`config.mk`:
```
export PLATFORM = sky130hd
export DESIGN_NAME = bcr_rtc
export DESIGN_NICKNAME = d
export VERILOG_FILES = /design/src/logic/bcr_filter.v /design/src/logic/bcr_rtc.v
export VERILOG_INCLUDE_DIRS = /design/src /design/src/logic
export SDC_FILE = /design/constraint.sdc
export NUM_CORES = 1
export LEC_CHECK = 0
export BUFFER_PORTS_ARGS = -buffer_cell sky130_fd_sc_hd__buf_2
export CELL_PAD_IN_SITES_DETAIL_PLACEMENT = 1
export CELL_PAD_IN_SITES_GLOBAL_PLACEMENT = 1
export CORE_ASPECT_RATIO = 0.75
export CORE_MARGIN = 5
export CORE_UTILIZATION = 35
export CTS_CLUSTER_DIAMETER = 50
export DETAILED_ROUTE_END_ITERATION = 10
export PLACE_DENSITY_LB_ADDON = 0.1
export SYNTH_ARGS = -nofsm -noshare
export SYNTH_HDL_FRONTEND = slang
export SYNTH_SLANG_ARGS = --single-unit
```
`constraint.sdc`:
```
create_clock -name clk_i -period 16.5 [get_ports clk_i]
set_clock_uncertainty 0.2 [all_clocks]
set_input_delay 0.825 -clock clk_i [delete_from_list [all_inputs] [get_ports clk_i]]
set_output_delay 0.825 -clock clk_i [all_outputs]
set_load 0.02 [all_outputs]
```
`src/logic/bcr_map.vh`:
```
// Constants for the BCD calendar real-time clock with backup storage
// Notes on behaviour
// - Five 32-bit backup words give 20 bytes of storage.
// - Backup words are cleared by no reset, power reset or Standby wake.
// - Time and date are kept as BCD fields, hours in 12 or 24 hour form.
// - The date rolls over at 28, 29, 30 or 31 days as month and leap year demand.
// - An alarm match raises a wake event valid in Stop and Standby.
// - A shift correction adds or removes 1 to 32767 slow-clock pulses.
// - Digital calibration trims the rate at one pulse in 2^20, about 0.954 ppm resolution.
// - Two tamper inputs each pass a software-set filter before an event counts.
// - A tamper event raises the wake output.
// - A timestamp or tamper event captures the time, weekday, date and month of the calendar, but not the year.
// - A timestamp event raises the wake output.
// - An optional 50 Hz reference realigns the seconds count.
// - The slow clock is chosen among crystal, oscillator, internal RC or fast clock over 32.
`ifndef BCR_MAP_VH
`define BCR_MAP_VH
`define BCR_NUM_BKP       5
`define BCR_PRESCALE      15
`define BCR_SUBSEC_W      15
`define BCR_SHIFT_MAX     15'h7FFF
`define BCR_CAL_PERIOD    20'hFFFFF
`define BCR_SRC_XTAL      2'h0
`define BCR_SRC_OSC       2'h1
`define BCR_SRC_RC        2'h2
`define BCR_SRC_FAST      2'h3
`define BCR_FAST_DIV      5'h1F
`define BCR_CAL_W          9
`define BCR_YEAR_RESET    8'h00
`define BCR_MONTH_RESET   8'h01
`define BCR_DATE_RESET    8'h01
`define BCR_WDAY_RESET    3'h1
`endif

```
`src/logic/bcr_filter.v`:
```
// Tamper input filter: input must stay high for the programmed count of samples plus one
`timescale 1ns/1ps
module bcr_filter #(
  parameter CNT_W = 4
) (
  input  wire             clk_i,
  input  wire             sys_rst_i,
  input  wire             tick_i,
  input  wire             pin_i,
  input  wire [CNT_W-1:0] len_i,
  output reg              event_o
);
  reg [CNT_W-1:0] count;
  reg             armed;
  always @(posedge clk_i or posedge sys_rst_i) begin
    if (sys_rst_i) begin
      count   <= {CNT_W{1'b0}};
      armed   <= 1'b1;
      event_o <= 1'b0;
    end else begin
      event_o <= 1'b0;
      if (!pin_i) begin
        count <= {CNT_W{1'b0}};
        armed <= 1'b1;
      end else if (tick_i && armed) begin
        if (count >= len_i) begin
          event_o <= 1'b1;
          armed   <= 1'b0;
        end else begin
          count <= count + 1'b1;
        end
      end
    end
  end
endmodule

```
`src/logic/bcr_rtc.v`:
```
// BCD calendar real-time clock with alarm, tamper, timestamp and backup words
`timescale 1ns/1ps
`include "bcr_map.vh"
module bcr_rtc #(
  parameter NUM_BKP = `BCR_NUM_BKP,
  parameter FILT_W  = 4
) (
  input  wire                 clk_i,
  input  wire                 sys_rst_i,
  input  wire                 xtal_clk_i,
  input  wire                 osc_clk_i,
  input  wire                 rc_clk_i,
  input  wire                 fast_clk_i,
  input  wire [1:0]           clk_src_i,
  input  wire                 fmt12_i,
  input  wire                 set_i,
  input  wire [7:0]           set_sec_i,
  input  wire [7:0]           set_min_i,
  input  wire [7:0]           set_hour_i,
  input  wire                 set_pm_i,
  input  wire [2:0]           set_wday_i,
  input  wire [7:0]           set_date_i,
  input  wire [7:0]           set_month_i,
  input  wire [7:0]           set_year_i,
  input  wire                 alarm_en_i,
  input  wire [7:0]           alarm_sec_i,
  input  wire [7:0]           alarm_min_i,
  input  wire [7:0]           alarm_hour_i,
  input  wire                 alarm_pm_i,
  input  wire                 alarm_clr_i,
  input  wire                 shift_i,
  input  wire                 shift_add_i,
  input  wire [14:0]          shift_cnt_i,
  input  wire                 cal_plus_i,
  input  wire [8:0]           cal_minus_i,
  input  wire                 ref_en_i,
  input  wire                 ref_i,
  input  wire [1:0]           tamp_i,
  input  wire [1:0]           tamp_en_i,
  input  wire [FILT_W-1:0]    tamp_filt_i,
  input  wire [1:0]           tamp_clr_i,
  input  wire                 ts_i,
  input  wire                 ts_en_i,
  input  wire                 ts_clr_i,
  input  wire                 bkp_we_i,
  input  wire [2:0]           bkp_idx_i,
  input  wire [31:0]          bkp_wdata_i,
  output reg  [31:0]          bkp_rdata_o,
  output reg  [14:0]          subsec_o,
  output reg  [7:0]           sec_o,
  output reg  [7:0]           min_o,
  output reg  [7:0]           hour_o,
  output reg                  pm_o,
  output reg  [2:0]           wday_o,
  output reg  [7:0]           date_o,
  output reg  [7:0]           month_o,
  output reg  [7:0]           year_o,
  output reg                  alarm_flag_o,
  output reg  [1:0]           tamp_flag_o,
  output reg                  ts_flag_o,
  output reg  [55:0]          ts_time_o,
  output reg                  shift_busy_o,
  output wire                 wake_o
);
  ////////////////////////////////////////////////////////////////////////////////
  // Slow clock selection and edge detection
  reg [1:0] src_pipe;
  reg [4:0] fast_div;
  reg       fast_half;
  reg       fast_last;
  reg       sel_clk;
  reg [1:0] xs, os, rs, fs;
  always @* begin
    case (clk_src_i)
      `BCR_SRC_XTAL: sel_clk = xs[1];
      `BCR_SRC_OSC:  sel_clk = os[1];
      `BCR_SRC_RC:   sel_clk = rs[1];
      default:       sel_clk = fast_half;
    endcase
  end
  always @(posedge clk_i or posedge sys_rst_i) begin
    if (sys_rst_i) begin
      xs <= 2'h0; os <= 2'h0; rs <= 2'h0; fs <= 2'h0;
      fast_div <= 5'h00; fast_half <= 1'b0; fast_last <= 1'b0;
      src_pipe <= 2'h0;
    end else begin
      xs <= {xs[0], xtal_clk_i};
      os <= {os[0], osc_clk_i};
      rs <= {rs[0], rc_clk_i};
      fs <= {fs[0], fast_clk_i};
      fast_last <= fs[1];
      if (fs[1] && !fast_last) begin
        if (fast_div[3:0] == 4'hF) fast_half <= ~fast_half;
        fast_div <= fast_div + 5'h01;
      end
      src_pipe <= {src_pipe[0], sel_clk};
    end
  end
  wire slow_tick = src_pipe[0] & ~src_pipe[1];

  ////////////////////////////////////////////////////////////////////////////////
  // Prescaler with calibration and shift correction
  reg [19:0] cal_cnt;
  reg [14:0] shift_left;
  reg        shift_add;
  reg        skip, dbl;
  reg        pend_extra;
  wire [19:0] cal_pos = cal_cnt;
  always @* begin
    skip = 1'b0;
    dbl  = 1'b0;
    // Minus pulses fall one per 2048-pulse slot in the first cal_minus_i slots of the period; plus adds 512 pulses per period
    if (cal_pos[19:11] < cal_minus_i && cal_pos[10:0] == 11'h000) skip = 1'b1;
    if (cal_plus_i && cal_pos[10:0] == 11'h400) dbl = 1'b1;
    if (shift_busy_o && !shift_add) skip = 1'b1;
    if (shift_busy_o && shift_add)  dbl = 1'b1;
  end
  wire [1:0] adv = skip ? (dbl ? 2'h1 : 2'h0) : (dbl ? 2'h2 : 2'h1);
  wire [15:0] ss_next = {1'b0, subsec_o} + {14'h0000, adv};
  wire sec_wrap = ss_next[15];

  ////////////////////////////////////////////////////////////////////////////////
  // BCD helpers
  function [7:0] bcd_inc;
    input [7:0] v;
    begin
      if (v[3:0] == 4'h9) bcd_inc = {v[7:4] + 4'h1, 4'h0};
      else bcd_inc = {v[7:4], v[3:0] + 4'h1};
    end
  endfunction
  wire [7:0] yb = {4'h0, year_o[7:4]};
  wire [7:0] yr_bin = yb * 8'h0A + {4'h0, year_o[3:0]};
  wire leap = (yr_bin[1:0] == 2'b00);
  reg [7:0] month_len;
  always @* begin
    case (month_o)
      8'h02:   month_len = leap ? 8'h29 : 8'h28;
      8'h04, 8'h06, 8'h09, 8'h11: month_len = 8'h30;
      default: month_len = 8'h31;
    endcase
  end

  ////////////////////////////////////////////////////////////////////////////////
  // Reference clock edge: every 50th edge steps the seconds and clears the subseconds
  reg [2:0] ref_s;
  always @(posedge clk_i or posedge sys_rst_i) begin
    if (sys_rst_i) ref_s <= 3'h0;
    else ref_s <= {ref_s[1:0], ref_i};
  end
  wire ref_edge = ref_en_i & ref_s[1] & ~ref_s[2];
  reg [5:0] ref_cnt;
  wire ref_sec = ref_edge && (ref_cnt == 6'h00);

  ////////////////////////////////////////////////////////////////////////////////
  // Calendar
  wire       sec_step = slow_tick & sec_wrap & ~ref_en_i | ref_sec;
  wire [7:0] h_max = fmt12_i ? 8'h12 : 8'h23;
  always @(posedge clk_i or posedge sys_rst_i) begin
    if (sys_rst_i) begin
      subsec_o <= 15'h0000; sec_o <= 8'h00; min_o <= 8'h00;
      hour_o <= 8'h00; pm_o <= 1'b0; wday_o <= `BCR_WDAY_RESET;
      date_o <= `BCR_DATE_RESET; month_o <= `BCR_MONTH_RESET;
      year_o <= `BCR_YEAR_RESET; cal_cnt <= 20'h00000;
      shift_left <= 15'h0000; shift_add <= 1'b0; shift_busy_o <= 1'b0;
      ref_cnt <= 6'h00;
    end else if (set_i) begin
      sec_o <= set_sec_i; min_o <= set_min_i; hour_o <= set_hour_i;
      pm_o <= set_pm_i; wday_o <= set_wday_i; date_o <= set_date_i;
      month_o <= set_month_i; year_o <= set_year_i; subsec_o <= 15'h0000;
    end else begin
      if (shift_i && !shift_busy_o && shift_cnt_i != 15'h0000) begin
        shift_left <= shift_cnt_i;
        shift_add <= shift_add_i;
        shift_busy_o <= 1'b1;
      end
      if (ref_edge) ref_cnt <= (ref_cnt == 6'h31) ? 6'h00 : ref_cnt + 6'h01;
      if (slow_tick) begin
        cal_cnt <= cal_cnt + 20'h00001;
        if (shift_busy_o) begin
          shift_left <= shift_left - 15'h0001;
          if (shift_left == 15'h0001) shift_busy_o <= 1'b0;
        end
        subsec_o <= ss_next[14:0];
      end
      if (ref_sec) subsec_o <= 15'h0000;
      if (sec_step) begin
        if (sec_o == 8'h59) begin
          sec_o <= 8'h00;
          if (min_o == 8'h59) begin
            min_o <= 8'h00;
            if (fmt12_i && hour_o == 8'h11) pm_o <= ~pm_o;
            if (hour_o == h_max) begin
              hour_o <= fmt12_i ? 8'h01 : 8'h00;
            end else begin
              hour_o <= bcd_inc(hour_o);
            end
            if (!fmt12_i && hour_o == 8'h23 || fmt12_i && pm_o && hour_o == 8'h11) begin
              wday_o <= (wday_o == 3'h7) ? 3'h1 : wday_o + 3'h1;
              if (date_o == month_len) begin
                date_o <= 8'h01;
                if (month_o == 8'h12) begin
                  month_o <= 8'h01;
                  year_o <= (year_o == 8'h99) ? 8'h00 : bcd_inc(year_o);
                end else begin
                  month_o <= bcd_inc(month_o);
                end
              end else begin
                date_o <= bcd_inc(date_o);
              end
            end
          end else begin
            min_o <= bcd_inc(min_o);
          end
        end else begin
          sec_o <= bcd_inc(sec_o);
        end
      end
    end
  end

  ////////////////////////////////////////////////////////////////////////////////
  // Tamper filters, timestamp and alarm flags
  wire [1:0] tamp_ev;
  genvar g;
  generate
    for (g = 0; g < 2; g = g + 1) begin : g_tamp
      bcr_filter #(.CNT_W(FILT_W)) u_filt (
        .clk_i     (clk_i),
        .sys_rst_i (sys_rst_i),
        .tick_i    (slow_tick),
        .pin_i     (tamp_i[g] & tamp_en_i[g]),
        .len_i     (tamp_filt_i),
        .event_o   (tamp_ev[g])
      );
    end
  endgenerate
  reg ts_last;
  reg sec_moved;
  wire ts_ev = ts_en_i & ts_i & ~ts_last;
  // Compare the time just reached, one cycle after the seconds step
  wire alarm_hit = alarm_en_i && sec_moved && sec_o == alarm_sec_i && min_o == alarm_min_i
                   && hour_o == alarm_hour_i && (!fmt12_i || pm_o == alarm_pm_i);
  always @(posedge clk_i or posedge sys_rst_i) begin
    if (sys_rst_i) begin
      ts_last <= 1'b0; alarm_flag_o <= 1'b0; tamp_flag_o <= 2'h0;
      ts_flag_o <= 1'b0; ts_time_o <= 56'h0; sec_moved <= 1'b0;
    end else begin
      ts_last <= ts_i;
      sec_moved <= sec_step & ~set_i;
      alarm_flag_o <= alarm_hit | (alarm_flag_o & ~alarm_clr_i);
      tamp_flag_o <= tamp_ev | (tamp_flag_o & ~tamp_clr_i);
      ts_flag_o <= ts_ev | (ts_flag_o & ~ts_clr_i);
      if (ts_ev || tamp_ev != 2'h0) begin
        ts_time_o <= {8'h00, pm_o, wday_o, 4'h0, month_o, date_o, hour_o, min_o, sec_o};
      end
    end
  end
  assign wake_o = alarm_flag_o | ts_flag_o | (|tamp_flag_o);

  ////////////////////////////////////////////////////////////////////////////////
  // Backup words: not on the system reset, so they keep contents across resets
  reg [31:0] bkp [0:NUM_BKP-1];
  always @(posedge clk_i) begin
    if (bkp_we_i && bkp_idx_i < NUM_BKP) bkp[bkp_idx_i] <= bkp_wdata_i;
  end
  always @(posedge clk_i or posedge sys_rst_i) begin
    if (sys_rst_i) bkp_rdata_o <= 32'h00000000;
    else bkp_rdata_o <= (bkp_idx_i < NUM_BKP) ? bkp[bkp_idx_i] : 32'h00000000;
  end
endmodule

```
Word-level counts from Yosys, hierarchy flattened
Memory sizes are Yosys's and may differ from the RTL's. Cells that the tools add are included.

Bitwise operators: 29. Reduce and logical (&&, ||, !) cells: 69. Add/sub/neg operators: 21. Mux-type cells: 94. Equality and inequality tests: 36. Multiply operators: 1. $lt $le $gt $ge: 4.

Operators by type and width (number): $mux 8 (39); $mux 15 (6); $add 4x1->4 const B (14); $eq 8x8->1 (4); $mux 32 (1); $mux 1 (30); $eq 4x4->1 const B (7); $eq 8x5->1 const B (3); $mux 4 (6); $reduce_bool 3->1 (7); $add 20x1->20 const B (1); $logic_and 1x1->1 (20); $reduce_and 2->1 (10); $mux 3 (6); $add 15x2->16 (1); $eq 8x3->1 const B (2); $eq 8x7->1 const B (2); $reduce_bool 2->1 (8); $eq 15x1->1 const B (1); $reduce_bool 15->1 (1); $sub 15x1->15 const B (1); $and 1x1->1 (12); $mux 6 (2); $ne 2x2->1 const B (6); 39 further kinds (64).

Bits of input ports: 167. Bits in writable memories: 160. Bits in registers: 224. Output and inout bits: 161. Logic and storage cells: 297. Memories: 1.

Memory list: bkp (words 5, width 32, rd ports 1, clocked after Yosys merged registers in 0, write ports 1, RTL line bcr_rtc.v:262) `reg [31:0] bkp [0:NUM_BKP-1];`.

Depth between registers and ports, before layout
Gate-level depths: netlist of run 1.

Depth in word-level cells: 12. Depth in mapped cells: 17. Mapped depth without buffers: 16.

By module
Synthesis of run 1 repeated with hierarchy kept, for this count alone.

Cell total of the unflattened synthesis: 1462. Area, all modules: 17451.7 µm².

Modules (own cells, without submodules): bcr_rtc (area each 16671.0 µm², times used 1, cells an instance 1380, sequential area each 10088.4 µm²); bcr_filter (area each 390.4 µm², times used 2, cells an instance 41, sequential area each 151.4 µm²).

Worst setup path after synthesis of run 1
OpenSTA, ideal clock, no wires.

Path type: input -> register. Start point: in bkp_idx_i[1]. End point: mem bkp[0][0], enable pin. Data arrival time: 4640 ps. Path slack: 11147 ps. Setup time: 513 ps. Cell stages on the path: 3. Buffers on the path: 2. Required time: 15787 ps. Cells stage by stage: clkbuf_1 > clkbuf_1 > nor4b_1.

Word-level cells in the longest chain between the ends: 4.

RTL lines: from (decl) (RTL line bcr_rtc.v:46) `input wire [2:0] bkp_idx_i,`; $lt 3x3->1 (RTL line bcr_rtc.v:264) `if (bkp_we_i && bkp_idx_i < NUM_BKP) bkp[bkp_idx_i] <= bkp_wdata_i;`; $logic_and 1x1->1 (RTL line bcr_rtc.v:264); $mux 1 (RTL line bcr_rtc.v:264); $mux 1 (not written as such) (RTL line bcr_rtc.v:264); to (decl) (RTL line bcr_rtc.v:262).

Several ways; a longest one is shown, not always the timed one.

Worst setup path in the final report of run 1
Start point: reg cal_cnt[4]. End point: reg month_o[2].

Word-level cells in the longest chain between the ends: 12. Elaborated cells between the ends (all ways): 17. Classes of those cells: add/sub (1); eq/ne (1); mux (7); bitwise (3); reduce/logical (5).

RTL lines: from (decl) (RTL line bcr_rtc.v:103) `reg [19:0] cal_cnt;`; from (signal assigned) (RTL line bcr_rtc.v:178) `cal_cnt <= cal_cnt + 20'h00001;`; $eq 11x11->1 (RTL line bcr_rtc.v:114) `if (cal_plus_i && cal_pos[10:0] == 11'h400) dbl = 1'b1;`; $logic_and 1x1->1 (RTL line bcr_rtc.v:114); $mux 1 (RTL line bcr_rtc.v:114); $mux 1 (RTL line bcr_rtc.v:116) `if (shift_busy_o && shift_add) dbl = 1'b1;`; $mux 2 / $mux 1 (equally long branches) (RTL line bcr_rtc.v:118) `wire [1:0] adv = skip ? (dbl ? 2'h1 : 2'h0) : (dbl ? 2'h2 : 2'h1);`; $mux 2 (*) (RTL line bcr_rtc.v:118); $add 15x2->16 (*) (RTL line bcr_rtc.v:119) `wire [15:0] ss_next = {1'b0, subsec_o} + {14'h0000, adv};`; $and 1x1->1 (*) (2 in a row) (RTL line bcr_rtc.v:156) `wire sec_step = slow_tick & sec_wrap & ~ref_en_i | ref_sec;`; $or 1x1->1 (*) (RTL line bcr_rtc.v:156); $reduce_bool 2->1 (no line) (*); $reduce_and 5->1 (no line) (*); to (signal assigned) (RTL line bcr_rtc.v:162) `` date_o <= `BCR_DATE_RESET; month_o <= `BCR_MONTH_RESET; ``; to (signal assigned) (RTL line bcr_rtc.v:205) `month_o <= bcd_inc(month_o);`; to (decl) (RTL line bcr_rtc.v:56) `output reg [7:0] month_o,`.

Mark *: on every way between the ends. The rest lies on a longest branch, timed or not. A chain may end at the register's enable or synchronous reset.

==> results of run 1 <==
[metal layers]
metal	vias up	global-route usage, %	wire length, um
met5	-	0	54
met4	8	4.19	818
met3	65	3.40	2150
met2	223	29.8	24300
met1	6425	26.5	24600
li1	5937	-	-
[worst paths after layout]
path,start,endpoint,slack (ns),cells after the start
min reg2reg,fs[0]$_DFF_PP0_,fs[1]$_DFF_PP0_,0.15,0
max,cal_cnt[4]$_DFFE_PP0P_,month_o[2]$_DFFE_PP0P_,11.73,14
max reg2reg,cal_cnt[4]$_DFFE_PP0P_,month_o[2]$_DFFE_PP0P_,11.73,14
min in group clk_i,fs[0]$_DFF_PP0_,fs[1]$_DFF_PP0_,0.15,0
min,sys_rst_i,ts_time_o[12]$_DFFE_PP0P_,0.11,2
max in group asynchronous,sys_rst_i,shift_left[6]$_DFFE_PP0N_,14.47,3
[final cells by class]
type / instances / area [um2] / area share, %
flip-flops and latches: 383 / 10400 / 49.0
multi-input cells: 929 / 6480 / 30.6
repair buffers: 333 / 1710 / 8.09
clock buffers: 59 / 1260 / 5.94
well taps: 648 / 811 / 3.83
clock inverters: 25 / 285 / 1.35
inverters: 60 / 233 / 1.10
diodes: 5 / 12.5 / 0.0591
[worst register-to-register path: stages (launching register included)]
cell       delay, ns
dfrtp_1         0.41
nor4_1          0.36
nand4_1         0.22
a2111oi_0       0.53
nand2_1         0.10
o21ai_0         0.12
a31oi_1         0.10
ha_1            0.27
ha_1            0.28
a21o_1          0.14
and4_1          0.29
a21o_1          0.30
nand2_1         0.53
or4b_1          0.67
o221a_2         0.13
[logic make-up after synthesis]
group | count (synthesis) | share of synthesized area [%]
flops | 383 | 59.9
simple gates | 373 | 11.0
fa+ha+maj | 51 | 3.72
other cells | 1 | 0.0216
xor+xnor | 67 | 3.38
compound gates | 330 | 12.6
mux | 96 | 5.98
buf+inv | 139 | 3.36
[flip-flops by register name, summed over array words and instances (netlist names), 8 cells and up]
signal	flops
bkp	160
cal_cnt	20
date_o	8
month_o	8
g_tamp.u_filt.count	8
min_o	8
hour_o	8
sec_o	8
year_o	8
subsec_o	15
bkp_rdata_o	32
ts_time_o	44
shift_left	15
[power by group]
part | switching [mW] | total, mW | internal, mW
logic | 0.322 | 0.538 | 0.216
clock network | 0.419 | 1.03 | 0.607
registers | 0.130 | 1.25 | 1.12
[through the flow]
stage | worst slack (ns) | util (%) | hold slack, ns | std cells | area, um2
CTS | 11.75 | 43.3 | 0.119 | 2437 | 21200
global route | 11.39 | 43.4 | 0.131 | 2442 | 21200
global placement | 11.45 | 40.2 | 0.133 | 2353 | 19600
finish | 11.73 | 43.4 | 0.110 | 2442 | 21200
detailed placement | 11.26 | 40.2 | 0.136 | 2353 | 19600
floorplan | 9.38 | - | 0.131 | 1451 | 17400
[placed cells by master (no fill, tap or decap), drive strengths merged, types with 22 or more instances in the layout]
cell type    n
nor4        22
o22ai       41
ha          50
nand2       69
xnor2       32
xor2        35
o21ai       47
clkbuf      59
inv         63
mux2        51
nor2       118
edfxtp     160
buf        333
a22oi       38
mux2i       44
dfrtp      218
a21oi       88
nand3       37
nand4       22
==> impl_metrics.toml, run 1 <==
[critical_path]
crit_chain = "nor4_1, nand4_1, a2111oi_0, nand2_1, o21ai_0, a31oi_1, ha_1, ha_1, a21o_1, and4_1, a21o_1, nand2_1, or4b_1, o221a_2"
end_kind = "flip-flop"
critical_path.max_stage_delay_ns = 0.67
worst-path-buf-inv = 0
crit_required_ns = 16.75
worstPathArrival_ns = 5.02
cpMaxStageDelayCell = "or4b_1"
path_max_fanout = 19
cp-start-kind = "flip-flop"
path_delay_family = "simple AND/OR/NAND/NOR gates"
critPathKind = "reg2reg"

[clock_tree]
clkTransAtPathRegs_ns = 0.06
clockRootBuffer = "clkbuf_16"
ctsHtreeMaxLevel = 2
clkLatencyLatePin_ns = 0.57
cts_hold_buf = 0
cts_tree = "done"
cts_buffers = 45
clock_sinks = 383
cts_setup_buffers = 0
ctsResizeCount = 0
clock_path_buffers = 3

[synthesis]
async_reset_ff_share_pct = 58.2
yosysWarnings = 0
synth_area_leaders = "dfrtp_1 (31%), edfxtp_1 (28%), ha_1 (3.6%), mux2_2 (3.3%), nor2_1 (2.6%)"
synth-edff-count = 160
syn_inst = 1440
syn_area_um2 = 17300
synth_commonest_cells = "dfrtp_1 (218), edfxtp_1 (160), nor2_1 (118)"
synth_area_leader_cell = "dfrtp_1"
ys_seq_area_share_pct = 59.9
syn_area_per_cell_um2 = 12.0
ys_ff_latch = 383
ys_types = 84
post-synth-top-count-cell = "dfrtp_1"
ys.flop_type = "dfrtp_1"
synth_top_cell_area_share_pct = 31.4

[drt]
drt-wirelength-per-cell_um = 21.3
totalWireLength_um = 51900
postRouteAntennaNets = 0
first_pass_iters = 5
drt-vias-per-instance = 5.18
num_vias = 12700
initialDrtViolationCount = 653
drt_drc_violations_left = 0

[outcome]
status = "completed"

[sta]
finalSetupViolations = 0
tightest_slew_ns = 1.06
setup_tns_ns = 0
min_period_ns = 4.77
grt_setup_unrepaired = "false"
finalCritPeriodShare_pct = 28.9
hold_viol_final = 0
slew_headroom_pct = 29.0
slew_viol_final = 0
fmaxAchievable_mhz = 210

[power]
p_leak_nw = 9.13
p_total_mw = 2.81
ir_worst_vdd_uv = 83.9
power.density_nw_per_um2 = 133

[global_route]
grt.overflow.total = 0
grt_first_pass_wirelength_um = 80200
grt_max_degree = 100
gr-usage-all-layers_pct = 18.6
antenna_found_initial = 12
grt_pass1_vias = 13500

[placement]
io_buffers = 315
place_congestion = 0.796
dp_hpwl_um = 35300

[run]
max_cap_viol_count = 0

[floorplanning]
fp.dieArea_um2 = 54200
core_area_um2 = 48900
die-height_um = 203
io_pins = 328
row_count = 70
start_util_pct = 35.5
fp.dieW_um = 267

[finish]
area_growth_pct = 22.1
fillers = 5259
drive_above_1_share_pct = 27.6
final_nets = 1970

[worst_hold_path]
hp-class = "in2async"
Power figures use the tool's default switching activity.
==> inputs of run 2 (changes only) <==
==> constraint.sdc (replaced) <==
create_clock -name clk_i -period 4.77 [get_ports clk_i]
set_clock_uncertainty 0.2 [all_clocks]
set_input_delay 0.2385 -clock clk_i [delete_from_list [all_inputs] [get_ports clk_i]]
set_output_delay 0.2385 -clock clk_i [all_outputs]
set_load 0.02 [all_outputs]
==> run 2 against run 1 <==
Compared with the run above:
- sequential share of layout area shrank 2.9 points
- utilization grew 2.7 points
- first-iteration DRC count up 7.2%
- setup slack got worse by 11 ns
- die area unchanged
- sequential power rose to 3.5 times the previous value
- combinational power rose to 3.6 times the previous value
- via count is 4.6% higher
- fmax grew 8.9%
- count of clock-buffer cells in the layout fell by 1
- flip-flop and latch count stayed put
- routed wire length rose by 2.5%
- largest cell class unchanged
==> impl_metrics.toml, run 2 (synthesis results as in run 1) <==
[outcome]
status = "completed"

[finish]
drive_above_1_share_pct = 25.9
fillers = 5227
antenna_cells = 0
mostFrequentLayoutCells = "buf_2 (314), dfrtp_1 (218), edfxtp_1 (160)"
mostFrequentLayoutCell = "buf_2"
final_nets = 2102
area_growth_pct = 29.8
largest_reg_flops = 160
reg_top3 = "bkp: 160 flops, ts_time_o: 44 flops, bkp_rdata_o: 32 flops"
top_register = "bkp"

[critical_path]
ff2ff_setup_slack_ns = 0.39
worst-path-buf-inv = 1
critical_path.max_stage_delay_ns = 0.52
cp-start-kind = "flip-flop"
critPathKind = "reg2reg"
reg2regPathDepth = 15
crit_required_ns = 5.03
end_kind = "flip-flop"
path_max_fanout = 20
cpMaxStageDelayCell = "a2111oi_1"
worstPathArrival_ns = 4.64
worst-path-stages = 15
crit_chain = "ha_1, a21o_1, a2111oi_1, nand2_1, o21ai_0, a31oi_1, ha_1, ha_1, a21o_1, and4_1, a21o_1, and2_1, buf_4, o211ai_1, a221o_1"
path_delay_family = "compound AO/OA/AOI/OAI gates"

[drt]
drt_drc_violations_left = 0
postRouteAntennaNets = 0
drt-wirelength-per-cell_um = 20.7
num_vias = 13200
first_pass_iters = 7
drt-vias-per-instance = 5.15
totalWireLength_um = 53200
initialDrtViolationCount = 700

[run]
max_cap_viol_count = 0

[clock_tree]
clkTransAtPathRegs_ns = 0.06
clkLatencyLatePin_ns = 0.58
clockRootBuffer = "clkbuf_16"
clock_sinks = 383
cts_buffers = 46
cts_tree = "done"
ctsHtreeMaxLevel = 2
clock_path_buffers = 3
cts_setup_buffers = 0

[floorplanning]
fp.dieArea_um2 = 54200
start_util_pct = 35.5
die-height_um = 203
core_area_um2 = 48900
row_count = 70
io_pins = 328
fp.dieW_um = 267

[global_route]
antenna_found_initial = 2
grt_max_degree = 166
grt.overflow.total = 0
gr-usage-all-layers_pct = 19.2
grt_pass1_vias = 14100
grt_first_pass_wirelength_um = 82600

[sta]
slew_viol_final = 0
setup_tns_ns = 0
fmaxAchievable_mhz = 228
min_period_ns = 4.38
grt_setup_unrepaired = "false"
finalCritPeriodShare_pct = 91.8
slew_headroom_pct = 30.8
finalSetupViolations = 0
fin_hold_ws_ns = 0.0837
hold_viol_final = 0
tightest_slew_ns = 1.04

[power]
p_leak_nw = 9.69
ir_worst_vdd_uv = 299
power.density_nw_per_um2 = 441

[placement]
dp_hpwl_um = 35500
place_congestion = 0.804
io_buffers = 315

[worst_hold_path]
holdPathStages = 5
hp-class = "in2reg"
run 2: routing by layer:
metal | wire (um) | global-route usage [%]
met1 | 25200 | 27.4
met5 | 13 | 0
met3 | 2040 | 2.75
met4 | 1270 | 5.52
met2 | 24700 | 30.6
run 2: worst paths after layout:
kind | to | startpoint
min | g_tamp[1].u_filt.event_o$_DFF_PP0_ | tamp_filt_i[3]
min in group asynchronous | g_tamp[1].u_filt.event_o$_DFF_PP0_ | sys_rst_i
max reg2reg | month_o[7]$_DFFE_PP0P_ | cal_cnt[18]$_DFFE_PP0P_
min reg2reg | os[1]$_DFF_PP0_ | os[0]$_DFF_PP0_
max | month_o[7]$_DFFE_PP0P_ | cal_cnt[18]$_DFFE_PP0P_
max in group asynchronous | sec_o[7]$_DFFE_PP0P_ | sys_rst_i
run 2: layout make-up:
type                       instances  area, um2  share of cell area (%)
clock inverter                    27        325                    1.45
tap                              648        811                    3.60
clock buffer                      58       1250                    5.54
inverter                          60        229                    1.02
timing repair buffer             464       3030                    13.4
sequential                       383      10400                    46.2
multi-input combinational        929       6480                    28.8
run 2: per-stage QoR:
stage / setup WS (ns) / instances / util [%] / total power, mW / area (um2)
4_1_cts: 0.391 / 2569 / 46.1 / 10.1 / 22500
3_3_place_gp: 0.517 / 2358 / 40.3 / 6.22 / 19700
5_1_grt: 0.0234 / 2569 / 46.1 / 10.4 / 22500
2_1_floorplan: 0.00335 / 1451 / - / 5.49 / 17400
6_report: 0.389 / 2569 / 46.1 / 9.92 / 22500
3_5_place_dp: 0.426 / 2358 / 40.3 / 6.27 / 19700
run 2: repair_timing:
| item | CTS | global route |
|---|---|---|
| endpoints found under the setup margin | 0 | 1 |
| endpoints found under the hold margin | 272 | 0 |
| hold buffers | 126 | 0 |
| resized for setup | 0 | 1 |
run 2: worst min-delay path, stage by stage:
cell,delay (ns)
buf_2,0.08
inv_1,0.07
ha_1,0.23
a21oi_1,0.12
nor3_1,0.07
run 2: power by group:
group | switching (mW) | internal, mW
clock network | 1.49 | 2.15
logic | 1.14 | 0.821
registers | 0.459 | 3.87
